`src/ctp_pkg.sv`:
```
// Package for the channel trip and power control block.
// Assumes a single 125 MHz system clock and a 32-bit Avalon-MM register bus.
package ctp_pkg;
    localparam int NUM_CH        = 6;
    localparam int NUM_LINES     = NUM_CH / 2;
    localparam int VW            = 16;
    localparam int CLK_MHZ       = 125;
    localparam int TICK_US       = 1;
    localparam int TICK_CYCLES   = TICK_US * CLK_MHZ;
    localparam int TRIP_MAX_MS   = 1;
    localparam int TRIP_MAX_CYC  = TRIP_MAX_MS * 1000 * CLK_MHZ;

    // Per-channel word offsets: byte address = CH_BASE + ch*CH_STRIDE + field
    localparam logic [7:0] CH_BASE    = 8'h40;
    localparam logic [7:0] CH_STRIDE  = 8'h20;
    localparam logic [4:0] F_VSET_A   = 5'h00;
    localparam logic [4:0] F_VSET_B   = 5'h04;
    localparam logic [4:0] F_ILIM_A   = 5'h08;
    localparam logic [4:0] F_ILIM_B   = 5'h0c;
    localparam logic [4:0] F_CEIL     = 5'h10;
    localparam logic [4:0] F_RATES    = 5'h14;
    localparam logic [4:0] F_CTRL     = 5'h18;
    localparam logic [4:0] F_TRIPT    = 5'h1c;

    // Board-level registers
    localparam logic [7:0] A_STATUS   = 8'h00;
    localparam logic [7:0] A_IRQ      = 8'h04;
    localparam logic [7:0] A_MASK     = 8'h08;
    localparam logic [7:0] A_TEMP_LIM = 8'h0c;
    localparam logic [7:0] A_BUS_CFG  = 8'h10;
    localparam logic [7:0] A_PRESET   = 8'h14;

    // Control word bit positions
    localparam int C_PWR   = 0;
    localparam int C_VSEL  = 1;
    localparam int C_ISEL  = 2;
    localparam int C_RAMP  = 3;
    localparam int C_RST   = 4;

    localparam logic [31:0] UNMAPPED_RD = 32'hdead_beef;
    localparam logic [VW-1:0] PRESET_V  = 16'h0000;

    typedef enum logic [1:0] {
        TB_NONE  = 2'h0,
        TB_DRIVE = 2'h1,
        TB_SENSE = 2'h2,
        TB_BOTH  = 2'h3
    } ctp_tbmode_type;

    typedef struct packed {
        logic [VW-1:0] vsetA;
        logic [VW-1:0] vsetB;
        logic [VW-1:0] ilimA;
        logic [VW-1:0] ilimB;
        logic [VW-1:0] ceil;
        logic [VW-1:0] riseRate;
        logic [VW-1:0] fallRate;
        logic [VW-1:0] tripTime;
        logic          pwr;
        logic          vSel;
        logic          iSel;
        logic          rampDown;
        logic          restore;
    } ctp_chcfg_type;
endpackage
```
`src/ctp_channel_ctrl.sv`:
```
// Channel power, ramp and trip control for one multichannel supply board.
// Assumes a synchronous reset, Avalon-MM slave and external monitor inputs.
// Contract
// [RULE_01] Lower ceiling clamps active setpoint down
// [RULE_02] Power on needs no interlock, enabled
// [RULE_03] Programmable over-current trip time per channel
// [RULE_04] Two setpoints, two limits, selectable
// [RULE_05] Temperature outside thresholds flags over-temperature
// [RULE_06] Restore option keeps previous power state
// [RULE_07] Without restore channels start switched off
// [RULE_08] Immediate shutdown on trip drops instantly
// [RULE_09] Ramped shutdown falls at fall rate
// [RULE_10] Rise limited by programmed rise rate
// [RULE_11] Fall limited by programmed fall rate
// [RULE_12] Trip lines equal half channel count
// [RULE_13] Two-bit mode: drive, sense, both, none
// [RULE_14] Default pairing is unconnected
// [RULE_15] Sensing channel trips on line trip
// [RULE_16] Trip reaches sensers within one millisecond
// [RULE_17] No external trip input or output
// [RULE_18] Setpoint writes keep factory presets intact
// [RULE_19] Line is OR of driving channels
`timescale 1ns/10ps
`default_nettype none
module ctp_channel_ctrl
    import ctp_pkg::*;
(
    input  wire logic                 clk_sys,          // System clock
    input  wire logic                 rst,              // Sync reset, high
    input  wire logic [7:0]           avsAddress,       // Byte address
    input  wire logic                 avsRead,          // Read request
    input  wire logic                 avsWrite,         // Write request
    input  wire logic [31:0]          avsWriteData,     // Write data
    input  wire logic [3:0]           avsByteEnable,    // Byte enables
    output var  logic [31:0]          avsReadData,      // Read data
    output var  logic                 avsWaitRequest,   // Wait request
    input  wire logic                 interlockIn,      // Interlock pin
    input  wire logic [NUM_CH-1:0]    chanEnableIn,     // Local/remote enable
    input  wire logic [NUM_CH-1:0]    overCurrentIn,    // Over-current pins
    input  wire logic [VW-1:0]        tempIn,           // Board temperature
    output var  logic [NUM_CH*VW-1:0] voltageTarget,    // Ramped output targets
    output var  logic [NUM_CH*VW-1:0] currentLimit,     // Active current limits
    output var  logic [NUM_CH-1:0]    chanOn,           // Channel on
    output var  logic [NUM_LINES-1:0] tripLines,        // Internal trip bus
    output var  logic                 overTemp,         // Over-temperature
    output var  logic                 irq               // Level interrupt
);
    // Channel settings and ramp state
    ctp_chcfg_type           cfg_r    [NUM_CH];
    logic [VW-1:0]           vOut_r   [NUM_CH];
    logic [31:0]             ocCnt_r  [NUM_CH];
    logic [NUM_CH-1:0]       tripped_r;
    logic [NUM_CH-1:0]       pwrMem_r;

    // Board settings
    logic [2*NUM_LINES*NUM_CH-1:0] busCfg_r;
    logic [VW-1:0]           low_temperature_threshold_r, high_temperature_threshold_r;
    logic [VW-1:0]           presetV_r;

    // Time base, events, handshake
    logic [15:0]             tickCnt_r;
    logic                    tick_r;
    logic [7:0]              irqSt_r, irqMask_r;
    logic                    ack_r;

    // Pin synchronisers
    logic [1:0]              ilkSync_r;
    logic [NUM_CH-1:0]       enS0_r, enS1_r, ocS0_r, ocS1_r;
    logic [VW-1:0]           tS0_r, tS1_r;

    // Trip bus nets
    logic [NUM_LINES-1:0]    lineNxt;
    logic [NUM_CH-1:0]       sensedTrip;
    logic [NUM_CH-1:0]       tripNew;

    function automatic ctp_tbmode_type busMode(input int ch, input int ln);
        busMode = ctp_tbmode_type'(busCfg_r[2*(ch*NUM_LINES+ln) +: 2]);
    endfunction

    function automatic logic [VW-1:0] activeSet(input ctp_chcfg_type c);
        activeSet = c.vSel ? c.vsetB : c.vsetA; // RULE_04
    endfunction

    function automatic logic [2:0] chIdx(input logic [7:0] a);
        chIdx = a[7:5] - 3'(CH_BASE >> 5);
    endfunction

    // Pins from outside cross two flops before use
    always_ff @(posedge clk_sys) begin
        ilkSync_r <= {ilkSync_r[0], interlockIn};
        enS0_r    <= chanEnableIn;
        enS1_r    <= enS0_r;
        ocS0_r    <= overCurrentIn;
        ocS1_r    <= ocS0_r;
        tS0_r     <= tempIn;
        tS1_r     <= tS0_r;
    end

    // Ramp time base, one step per microsecond
    always_ff @(posedge clk_sys) begin
        if (rst) begin
            tickCnt_r <= '0;
            tick_r    <= 1'b0;
        end else if (tickCnt_r == 16'(TICK_CYCLES - 1)) begin
            tickCnt_r <= '0;
            tick_r    <= 1'b1;
        end else begin
            tickCnt_r <= tickCnt_r + 16'h0001;
            tick_r    <= 1'b0;
        end
    end

    // Line OR of driving channels, sense is combinational: one cycle latency
    always_comb begin
        lineNxt    = '0;
        sensedTrip = '0;
        for (int l = 0; l < NUM_LINES; l++) begin // RULE_12
            for (int c = 0; c < NUM_CH; c++) begin
                if (busMode(c, l) == TB_DRIVE || busMode(c, l) == TB_BOTH) begin // RULE_13
                    lineNxt[l] = lineNxt[l] | tripped_r[c]; // RULE_19
                end
            end
        end
        for (int c = 0; c < NUM_CH; c++) begin
            for (int l = 0; l < NUM_LINES; l++) begin
                if (busMode(c, l) == TB_SENSE || busMode(c, l) == TB_BOTH) begin
                    sensedTrip[c] = sensedTrip[c] | tripLines[l]; // RULE_15
                end
            end
        end
    end

    always_ff @(posedge clk_sys) begin
        if (rst) begin
            tripLines <= '0;
        end else begin
            tripLines <= lineNxt; // RULE_16 RULE_17
        end
    end

    // Over-current timers and trip latches
    always_comb begin
        for (int c = 0; c < NUM_CH; c++) begin
            tripNew[c] = chanOn[c] && ((ocS1_r[c] && ocCnt_r[c] >= 32'(cfg_r[c].tripTime) * 32'(TICK_CYCLES))
                         || sensedTrip[c]);
        end
    end

    always_ff @(posedge clk_sys) begin
        for (int c = 0; c < NUM_CH; c++) begin
            if (rst) begin
                ocCnt_r[c]   <= '0;
                tripped_r[c] <= 1'b0;
            end else begin
                ocCnt_r[c] <= (ocS1_r[c] && chanOn[c]) ? ocCnt_r[c] + 32'h1 : '0; // RULE_03
                // Trip holds until the output reached zero
                if (tripNew[c]) begin
                    tripped_r[c] <= 1'b1;
                end else if (!chanOn[c] && vOut_r[c] == '0) begin
                    tripped_r[c] <= 1'b0;
                end
            end
        end
    end

    // Power state and the channel-on output
    always_ff @(posedge clk_sys) begin
        for (int c = 0; c < NUM_CH; c++) begin
            if (rst) begin
                chanOn[c] <= 1'b0;
            end else if (tripNew[c] || ilkSync_r[1] || !enS1_r[c]) begin
                chanOn[c] <= 1'b0;
            end else begin
                chanOn[c] <= cfg_r[c].pwr; // RULE_02
            end
        end
    end

    // Ramped output voltage
    always_ff @(posedge clk_sys) begin
        for (int c = 0; c < NUM_CH; c++) begin
            logic [VW-1:0] goal;
            goal = chanOn[c] ? activeSet(cfg_r[c]) : '0;

            if (rst) begin
                vOut_r[c] <= '0;
            end else if (tripped_r[c] && !cfg_r[c].rampDown) begin
                vOut_r[c] <= '0; // RULE_08
            end else if (tick_r) begin
                if (goal > vOut_r[c]) begin
                    vOut_r[c] <= (goal - vOut_r[c] > cfg_r[c].riseRate) ?
                                 vOut_r[c] + cfg_r[c].riseRate : goal; // RULE_10
                end else if (goal < vOut_r[c]) begin
                    vOut_r[c] <= (vOut_r[c] - goal > cfg_r[c].fallRate) ?
                                 vOut_r[c] - cfg_r[c].fallRate : goal; // RULE_11 RULE_09
                end
            end
        end
    end

    always_ff @(posedge clk_sys) begin
        for (int c = 0; c < NUM_CH; c++) begin
            voltageTarget[c*VW +: VW] <= rst ? '0 : vOut_r[c];
            currentLimit[c*VW +: VW]  <= rst ? '0 :
                (cfg_r[c].iSel ? cfg_r[c].ilimB : cfg_r[c].ilimA); // RULE_04
        end
    end

    // Over-temperature window check
    always_ff @(posedge clk_sys) begin
        if (rst) begin
            overTemp <= 1'b0;
        end else begin
            overTemp <= (tS1_r < low_temperature_threshold_r) || (tS1_r > high_temperature_threshold_r); // RULE_05
        end
    end

    // Register file; pwrMem_r survives reset to model retained power state
    always_ff @(posedge clk_sys) begin
        for (int c = 0; c < NUM_CH; c++) begin
            if (rst) begin
                pwrMem_r[c] <= pwrMem_r[c];
            end else begin
                pwrMem_r[c] <= cfg_r[c].pwr;
            end
        end
    end

    always_ff @(posedge clk_sys) begin
        if (rst) begin
            for (int c = 0; c < NUM_CH; c++) begin
                cfg_r[c]         <= '0;
                cfg_r[c].ceil    <= '1;
                cfg_r[c].restore <= cfg_r[c].restore;
                // Unknown restore bit at power-up counts as off
                if (cfg_r[c].restore) begin
                    cfg_r[c].pwr <= pwrMem_r[c]; // RULE_06
                end else begin
                    cfg_r[c].pwr <= 1'b0; // RULE_07
                end
            end
            busCfg_r <= '0; // RULE_14
            low_temperature_threshold_r   <= '0;
            high_temperature_threshold_r   <= '1;
        end else if (avsWrite && !ack_r) begin
            // Writes land on the request edge
            if (avsAddress == A_TEMP_LIM) begin
                low_temperature_threshold_r <= avsWriteData[15:0];
                high_temperature_threshold_r <= avsWriteData[31:16];
            end else if (avsAddress == A_BUS_CFG) begin
                busCfg_r <= avsWriteData[2*NUM_LINES*NUM_CH-1:0];
            end else if (avsAddress >= CH_BASE) begin
                for (int c = 0; c < NUM_CH; c++) begin
                    if (avsAddress[7:5] == 3'(c + (CH_BASE >> 5))) begin
                        if (avsAddress[4:0] == F_VSET_A) begin
                            cfg_r[c].vsetA <= (avsWriteData[15:0] > cfg_r[c].ceil) ? cfg_r[c].ceil
                                                                              : avsWriteData[15:0];
                        end else if (avsAddress[4:0] == F_VSET_B) begin
                            cfg_r[c].vsetB <= (avsWriteData[15:0] > cfg_r[c].ceil) ? cfg_r[c].ceil
                                                                              : avsWriteData[15:0];
                        end else if (avsAddress[4:0] == F_ILIM_A) begin
                            cfg_r[c].ilimA <= avsWriteData[15:0];
                        end else if (avsAddress[4:0] == F_ILIM_B) begin
                            cfg_r[c].ilimB <= avsWriteData[15:0];
                        end else if (avsAddress[4:0] == F_CEIL) begin
                            cfg_r[c].ceil <= avsWriteData[15:0];
                            if (cfg_r[c].vsetA > avsWriteData[15:0]) begin
                                cfg_r[c].vsetA <= avsWriteData[15:0]; // RULE_01
                            end
                            if (cfg_r[c].vsetB > avsWriteData[15:0]) begin
                                cfg_r[c].vsetB <= avsWriteData[15:0]; // RULE_01
                            end
                        end else if (avsAddress[4:0] == F_RATES) begin
                            cfg_r[c].riseRate <= avsWriteData[15:0];
                            cfg_r[c].fallRate <= avsWriteData[31:16];
                        end else if (avsAddress[4:0] == F_CTRL) begin
                            cfg_r[c].pwr      <= avsWriteData[C_PWR];
                            cfg_r[c].vSel     <= avsWriteData[C_VSEL];
                            cfg_r[c].iSel     <= avsWriteData[C_ISEL];
                            cfg_r[c].rampDown <= avsWriteData[C_RAMP];
                            cfg_r[c].restore  <= avsWriteData[C_RST];
                        end else if (avsAddress[4:0] == F_TRIPT) begin
                            cfg_r[c].tripTime <= avsWriteData[15:0];
                        end
                    end
                end
            end
        end else begin
            for (int c = 0; c < NUM_CH; c++) begin
                if (tripped_r[c]) begin
                    cfg_r[c].pwr <= 1'b0;
                end
            end
        end
    end

    // Factory preset is read-only, no write path reaches it
    always_ff @(posedge clk_sys) begin
        presetV_r <= PRESET_V; // RULE_18
    end

    // Sticky events: [5:0] trip per channel, [6] over-temp; read clears, set wins
    always_ff @(posedge clk_sys) begin
        if (rst) begin
            irqSt_r   <= '0;
            irqMask_r <= '0;
        end else begin
            // Read clears, an event in the same cycle survives
            if (avsRead && !ack_r && avsAddress == A_IRQ) begin
                irqSt_r <= {1'b0, overTemp, tripNew};
            end else begin
                irqSt_r <= irqSt_r | {1'b0, overTemp, tripNew};
            end
            if (avsWrite && !ack_r && avsAddress == A_MASK) begin
                irqMask_r <= avsWriteData[7:0];
            end
        end
    end

    always_ff @(posedge clk_sys) begin
        irq <= rst ? 1'b0 : |(irqSt_r & irqMask_r);
    end

    // Slave answers one cycle after the request, wait low for one edge
    always_ff @(posedge clk_sys) begin
        if (rst) begin
            ack_r <= 1'b0;
        end else begin
            ack_r <= (avsRead || avsWrite) && !ack_r;
        end
    end

    always_ff @(posedge clk_sys) begin
        avsWaitRequest <= rst ? 1'b1 : !((avsRead || avsWrite) && !ack_r);
    end

    always_ff @(posedge clk_sys) begin
        if (rst) begin
            avsReadData <= '0;
        end else if (avsRead && !ack_r) begin
            if (avsAddress == A_STATUS) begin
                avsReadData <= {16'h0000, overTemp, ilkSync_r[1], tripped_r, 2'b00, chanOn};
            end else if (avsAddress == A_IRQ) begin
                avsReadData <= {24'h000000, irqSt_r};
            end else if (avsAddress == A_MASK) begin
                avsReadData <= {24'h000000, irqMask_r};
            end else if (avsAddress == A_TEMP_LIM) begin
                avsReadData <= {high_temperature_threshold_r, low_temperature_threshold_r};
            end else if (avsAddress == A_BUS_CFG) begin
                avsReadData <= 32'(busCfg_r);
            end else if (avsAddress == A_PRESET) begin
                avsReadData <= {16'h0000, presetV_r};
            end else if (avsAddress >= CH_BASE && avsAddress[4:0] == F_CTRL) begin
                avsReadData <= {16'h0000, vOut_r[chIdx(avsAddress)]};
            end else if (avsAddress >= CH_BASE && avsAddress[4:0] == F_VSET_A) begin
                avsReadData <= {16'h0000, cfg_r[chIdx(avsAddress)].vsetA};
            end else if (avsAddress >= CH_BASE && avsAddress[4:0] == F_VSET_B) begin
                avsReadData <= {16'h0000, cfg_r[chIdx(avsAddress)].vsetB};
            end else if (avsAddress >= CH_BASE && avsAddress[4:0] == F_CEIL) begin
                avsReadData <= {16'h0000, cfg_r[chIdx(avsAddress)].ceil};
            end else begin
                avsReadData <= UNMAPPED_RD;
            end
        end
    end
endmodule
`default_nettype wire

```
`config.mk`:
```
export PLATFORM = sky130hd
export DESIGN_NAME = ctp_channel_ctrl
export DESIGN_NICKNAME = d
export VERILOG_FILES = /design/src/ctp_pkg.sv /design/src/ctp_channel_ctrl.sv
export SDC_FILE = /design/constraint.sdc
export NUM_CORES = 2
export LEC_CHECK = 0
export BUFFER_PORTS_ARGS = -buffer_cell sky130_fd_sc_hd__buf_2
export CORE_ASPECT_RATIO = 0.7
export CORE_MARGIN = 2
export CORE_UTILIZATION = 50
export DETAILED_ROUTE_END_ITERATION = 16
export GPL_ROUTABILITY_DRIVEN = 1
export PLACE_DENSITY = 0.67
export SKIP_LAST_GASP = 1
export SYNTH_ARGS = -nofsm -noshare
export SYNTH_HDL_FRONTEND = slang
export SYNTH_SLANG_ARGS = --single-unit
```
`constraint.sdc`:
```
create_clock -name clk_sys -period 13.2 [get_ports clk_sys]
set_input_delay 2.64 -clock clk_sys [delete_from_list [all_inputs] [get_ports clk_sys]]
set_output_delay 2.64 -clock clk_sys [all_outputs]
set_load 0.03 [all_outputs]
```
== Word-level counts from Yosys, hierarchy flattened ==
Memories as Yosys holds them, arrays and structs flattened.
Cells that the tools add are included.

* Flip-flop bits (word level): 404
* Bits in writable memories: 1086
* Input bits: 77
* Output and inout port bits: 236
* Memories kept: 3

{| class="wikitable"
|+ Memories
! memory !! depth !! bits a word !! read ports !! clocked after memory_dff !! wr ports !! RTL line !! RTL
|-
| cfg_r || 6 || 133 || 7 || 0 || 6 || ctp_channel_ctrl.sv:49 || <nowiki>ctp_chcfg_type cfg_r [NUM_CH];</nowiki>
|-
| ocCnt_r || 6 || 32 || 6 || 0 || 6 || ctp_channel_ctrl.sv:51 || <nowiki>logic [31:0] ocCnt_r [NUM_CH];</nowiki>
|-
| vOut_r || 6 || 16 || 7 || 0 || 6 || ctp_channel_ctrl.sv:50 || <nowiki>logic [VW-1:0] vOut_r [NUM_CH];</nowiki>
|}

* Add/sub/neg operators: 32
* $mul: 6
* $lt $le $gt $ge: 51
* Equality and inequality tests: 67
* Multiplexer cells: 917
* Bitwise gates (word level): 170
* Reduce and logical (&&, ||, !) cells: 136

{| class="wikitable"
|+ Operators with widths
! operator !! count
|-
| 16-bit two-way mux || 120
|-
| 1-bit two-way mux || 774
|-
| 32-bit two-way mux || 22
|-
| 16-bit greater-than comparator || 37
|-
| 16-bit subtractor || 18
|-
| 32-bit by 1-bit adder with 32-bit output, second input constant || 6
|-
| 32-bit by 23-bit >= comparator with 1-bit output || 6
|-
| 1-bit bitwise OR || 167
|-
| 16-bit by 7-bit multiplier with 23-bit output, second input constant || 6
|-
| 16-bit less-than comparator || 7
|-
| 16-bit adder || 6
|-
| 16-bit logical NOT || 6
|-
| 2-bit equality test, second input constant || 32
|-
| 1-bit logical OR || 52
|-
| 1-bit logical AND || 39
|-
| 2-bit by 1-bit equality test with 1-bit output, second input constant || 16
|-
| 5-bit equality test, second input constant || 4
|-
| 1-bit logical NOT || 20
|-
| 16-bit by 1-bit adder with 16-bit output, second input constant || 1
|-
| 16-bit by 7-bit equality test with 1-bit output, second input constant || 1
|-
| 8-bit by 4-bit equality test with 1-bit output, second input constant || 2
|-
| 8-bit by 5-bit equality test with 1-bit output, second input constant || 2
|-
| 2-bit OR reduction || 8
|-
| 3-bit equality test, second input constant || 4
|-
| other kinds (16) || 23
|}

== Depth between registers and ports, before layout ==
* Depth after elaboration: 17
* Depth in mapped cells: 30
* Gate-level depth less buffers: 28

== Worst setup path after synthesis ==
OpenSTA, ideal clock, no wires.

* Path type: reg2reg
* Start: memory cfg_r[3][10] in the netlist's numbering
* End: register chanOn[3] (read register of cfg_r)
* Data arrival time: 5967 ps
* Data required time: 13084 ps
* Slack: 7117 ps
* Cell stages (with the launch flop): 23
* Cell sequence: edfxtp_1 inv_1 fa_1 fa_1 fa_1 fa_1 inv_1 ha_1 a2111oi_2 o21ai_1 a41oi_2 o21ai_1 or4_1 a31oi_1 nor2b_1 o21a_1 o41ai_2 xnor2_1 ha_1 nand4b_1 a2111oi_0 a21oi_1 and4_1

{| class="wikitable"
|+ RTL lines
! item !! RTL line !! RTL
|-
| start: declaration || ctp_channel_ctrl.sv:49 ||
|-
| end: declaration || ctp_channel_ctrl.sv:43 || <nowiki>output var logic [NUM_CH-1:0] chanOn,</nowiki>
|}

==> summary.md <==
| Metric | Value |
|---|---|
| Status | finished, violations left |
| Failing checks | max-capacitance violations, max-slew violations |
| Fin. Hold Viols | 0 |
| I/O Buffers | 308 |
| TritonCTS Sinks | 1489 |
| Worst Max-Slew Pin Slew | 1490 ps |
| H-Tree Depth | 4 |
| CTS tree | done |
| Req. time, crit path | 13980 ps |
| Final setup fails | 0 |
| Sw frac | 33.1% |
| Initial antenna violation count | 54 |
| FMAX | 131 MHz |
| Nets@finish | 13080 |
| Startpoint Class | flip-flop |
| Largest net degree at the start of global routing | 97 |
| DR iter-0 viols | 12482 |
| Vias | 90434 |
| Grt ovf | 0 |
| Synth top cells by count | ha_1, inv_1, edfxtp_1 |
| WL final | 410000 µm |
| Starting Density | 50.2% |
| First-pass GRT wire length | 588000 µm |
| Worst ir drop on vdd | 0.0993 mV |
| Inst Count DP | 14048 |
| Hpwl dp | 311000 µm |
| Async set or reset register ratio after synthesis | 0% |
| Design Power | 0.0139 W |
| Cell count after synthesis | 11190 |
| Synthesis Warnings | 0 |
| Area leader, netlist | edfxtp_1 |
| Setup tns final | 0 ps |
| Most frequent cell after synthesis | ha_1 |
| Layout fillers | 18981 |
| Die Wd | 561 µm |
| Hold_buf cts | 0 |
| Vias per cell | 6.28 |
| RSZ-0062 raised after global routing | false |
| Vias in the first global route | 85647 |
| CP Max Fanout | 5 |
| Period utilisation layout | 57.7% |
| CTS clk-pin slew, worst paths | 60 ps |
| Leakage power | 51.3 nW |
| Clock skew | 77.0 ps |
| Fin crit period | 7620 ps |
| Clock group share of total power | 34.7% |
| Area grow syn2layout | 9.35% |
| Sw power | 0.00459 W |
| Max-cap violation count | 1 |
| Register bit total from synthesis | 1489 |
| Number of flops mapped to enable cells by yosys | 900 |
| Int Power | 0.00930 W |
| Total CTS buffers | 168 |
| GP Congestion | 1.10 |
| Hold_ws | 326 ps |
| Rel. slew slack | -0.170% |
| Clk_lat worst skew | 890 ps |
| Post-DR wirelength/cell | 28.5 µm |
| Fraction of power consumed by sequential logic | 37.7% |
| Rows | 143 |
| Synth Cell Area | 109000 µm² |
| Num ports | 313 |
| Final Util | 54.9% |
| CTS resizes | 0 |
| Drt first pass iters | 9 |
| Post-CTS setup buffers | 0 |
| Mean post-synth cell area | 9.70 µm² |
| Synth top area share | 24.9% |
| Final Slew Violations | 1 |
| Ranking of synthesized cells by area | edfxtp_1, ha_1, dfxtp_1 |
| Die height | 394 µm |
| Synth cell types | 88 |
| Worst-case clock buffer depth | 4 |
| Net Count, Synth | 12952 |
| CORE AREA | 216000 µm² |
| Worst path arrival time | 8400 ps |
| Share of cells above drive strength 1 | 8.28% |
| Crit path kind | flip-flop to flip-flop |
| Non-Filler Instances | 14395 |
| Ys flop type | edfxtp_1 |
| Register area share after synthesis | 35.8% |
| GRT Util Overall | 36.2% |
| DIE AREA | 221000 µm² |
| Worst hold path class | flip-flop to flip-flop |
| Gate power share | 27.6% |
| Drc violations | 0 |
| P per Cell Area | 117 nW/µm² |
| Post-route ant nets | 0 |
| CP endpoint kind | flip-flop |
| Clock root buffer master | clkbuf_16 |
==> cell usage in the layout (no fill, tap or decap), types with 188 or more instances in the layout <==
cell type / n
inv_1: 1122
ha_1: 1336
a21o_1: 325
nor3_1: 533
fa_1: 348
nand2_1: 662
edfxtp_1: 900
nand3_1: 234
o21ai_0: 399
xor2_1: 275
nor2_1: 815
xnor2_1: 295
dfxtp_1: 589
a21oi_1: 670
buf_2: 305
mux2i_1: 274
nor2b_1: 188
==> metrics by stage <==
stage	instance area (µm²)	worst slack [ps]
2_1_floorplan	109000	7120
3_5_place_dp	113000	5760
5_1_grt	119000	5250
3_3_place_gp	113000	5950
4_1_cts	119000	5710
6_report	119000	5580
==> cell families after synthesis <==
kind of cell	share of synthesized area [%]
muxes	4.36
adders and majority gates	21.8
DFF	35.8
AOI/OAI and AO/OA	13.6
and+or+nand+nor	14.1
xor gates and xnor gates	4.60
buffers and inverters	5.70
==> per-layer routing <==
layer  global-route usage (%)  vias to the layer above  share of wire [%]
li1                         -                    40127                  -
met1                     51.2                    44276                 42
met2                     48.6                     5154                 39
met3                     13.9                      857                 14
met4                     15.5                       20                4.6
met5                        0                        -              0.035
==> path summary, 6_finish.rpt <==
| kind | endpoint | depth (start not counted) | slack, ps | startpoint |
|---|---|---|---|---|
| setup / recovery | chanOn[3] | 26 | 5580 | cfg_r[3][10] |
| setup reg to reg | chanOn[3] | 26 | 5580 | cfg_r[3][10] |
| hold reg to reg | ocS1_r[1] | 0 | 330 | ocS0_r[1] |
| hold / removal | ocS1_r[1] | 0 | 330 | ocS0_r[1] |
==> cell type report <==
type | count | area (µm²) | area share [%]
antenna | 47 | 118 | 0.0991
tap | 2900 | 3630 | 3.06
timing repair buffer | 453 | 2650 | 2.23
inverter | 1141 | 4290 | 3.61
clock inverter | 85 | 711 | 0.599
multi-input combinational | 8065 | 63700 | 53.7
clock buffer | 215 | 4790 | 4.03
sequential | 1489 | 38800 | 32.7
==> power by group through the flow <==
stage,Sequential [W],Clock (W),Combinational [W]
2_1_floorplan,0.00529,0,0.00270
3_3_place_gp,0.00532,0,0.00363
3_5_place_dp,0.00532,0,0.00375
4_1_cts,0.00522,0.00483,0.00378
5_1_grt,0.00524,0.00502,0.00426
6_report,0.00524,0.00481,0.00384
==> flip-flops by register name (all words and copies together) (netlist names), 7 cells and up <==
signal and flops:
vOut_r 96, voltageTarget 96, ocCnt_r 192, tS0_r 16
tS1_r 16, busCfg_r 32, currentLimit 96, cfg_r 798
irqSt_r 7, irqMask_r 8, tickCnt_r 16, low_temperature_threshold_r 16
high_temperature_threshold_r 16, avsReadData 32
==> worst max-delay path, cell delays in order (launching register included) <==
cell	delay, ps
edfxtp_1	410
inv_1	260
fa_1	500
fa_1	540
fa_1	440
fa_1	490
inv_1	40
ha_1	360
a2111oi_2	350
o21ai_1	170
a41oi_2	310
o21ai_1	150
or4_1	420
a31oi_1	260
nor2b_1	80
o21a_1	200
o41ai_2	250
xnor2_1	170
ha_1	210
nor2_1	90
nand3_1	90
a21oi_1	170
o21ai_0	120
nand2_1	80
a21boi_0	90
a21oi_1	980
and4_1	330
Power figures use the tool's default switching activity.
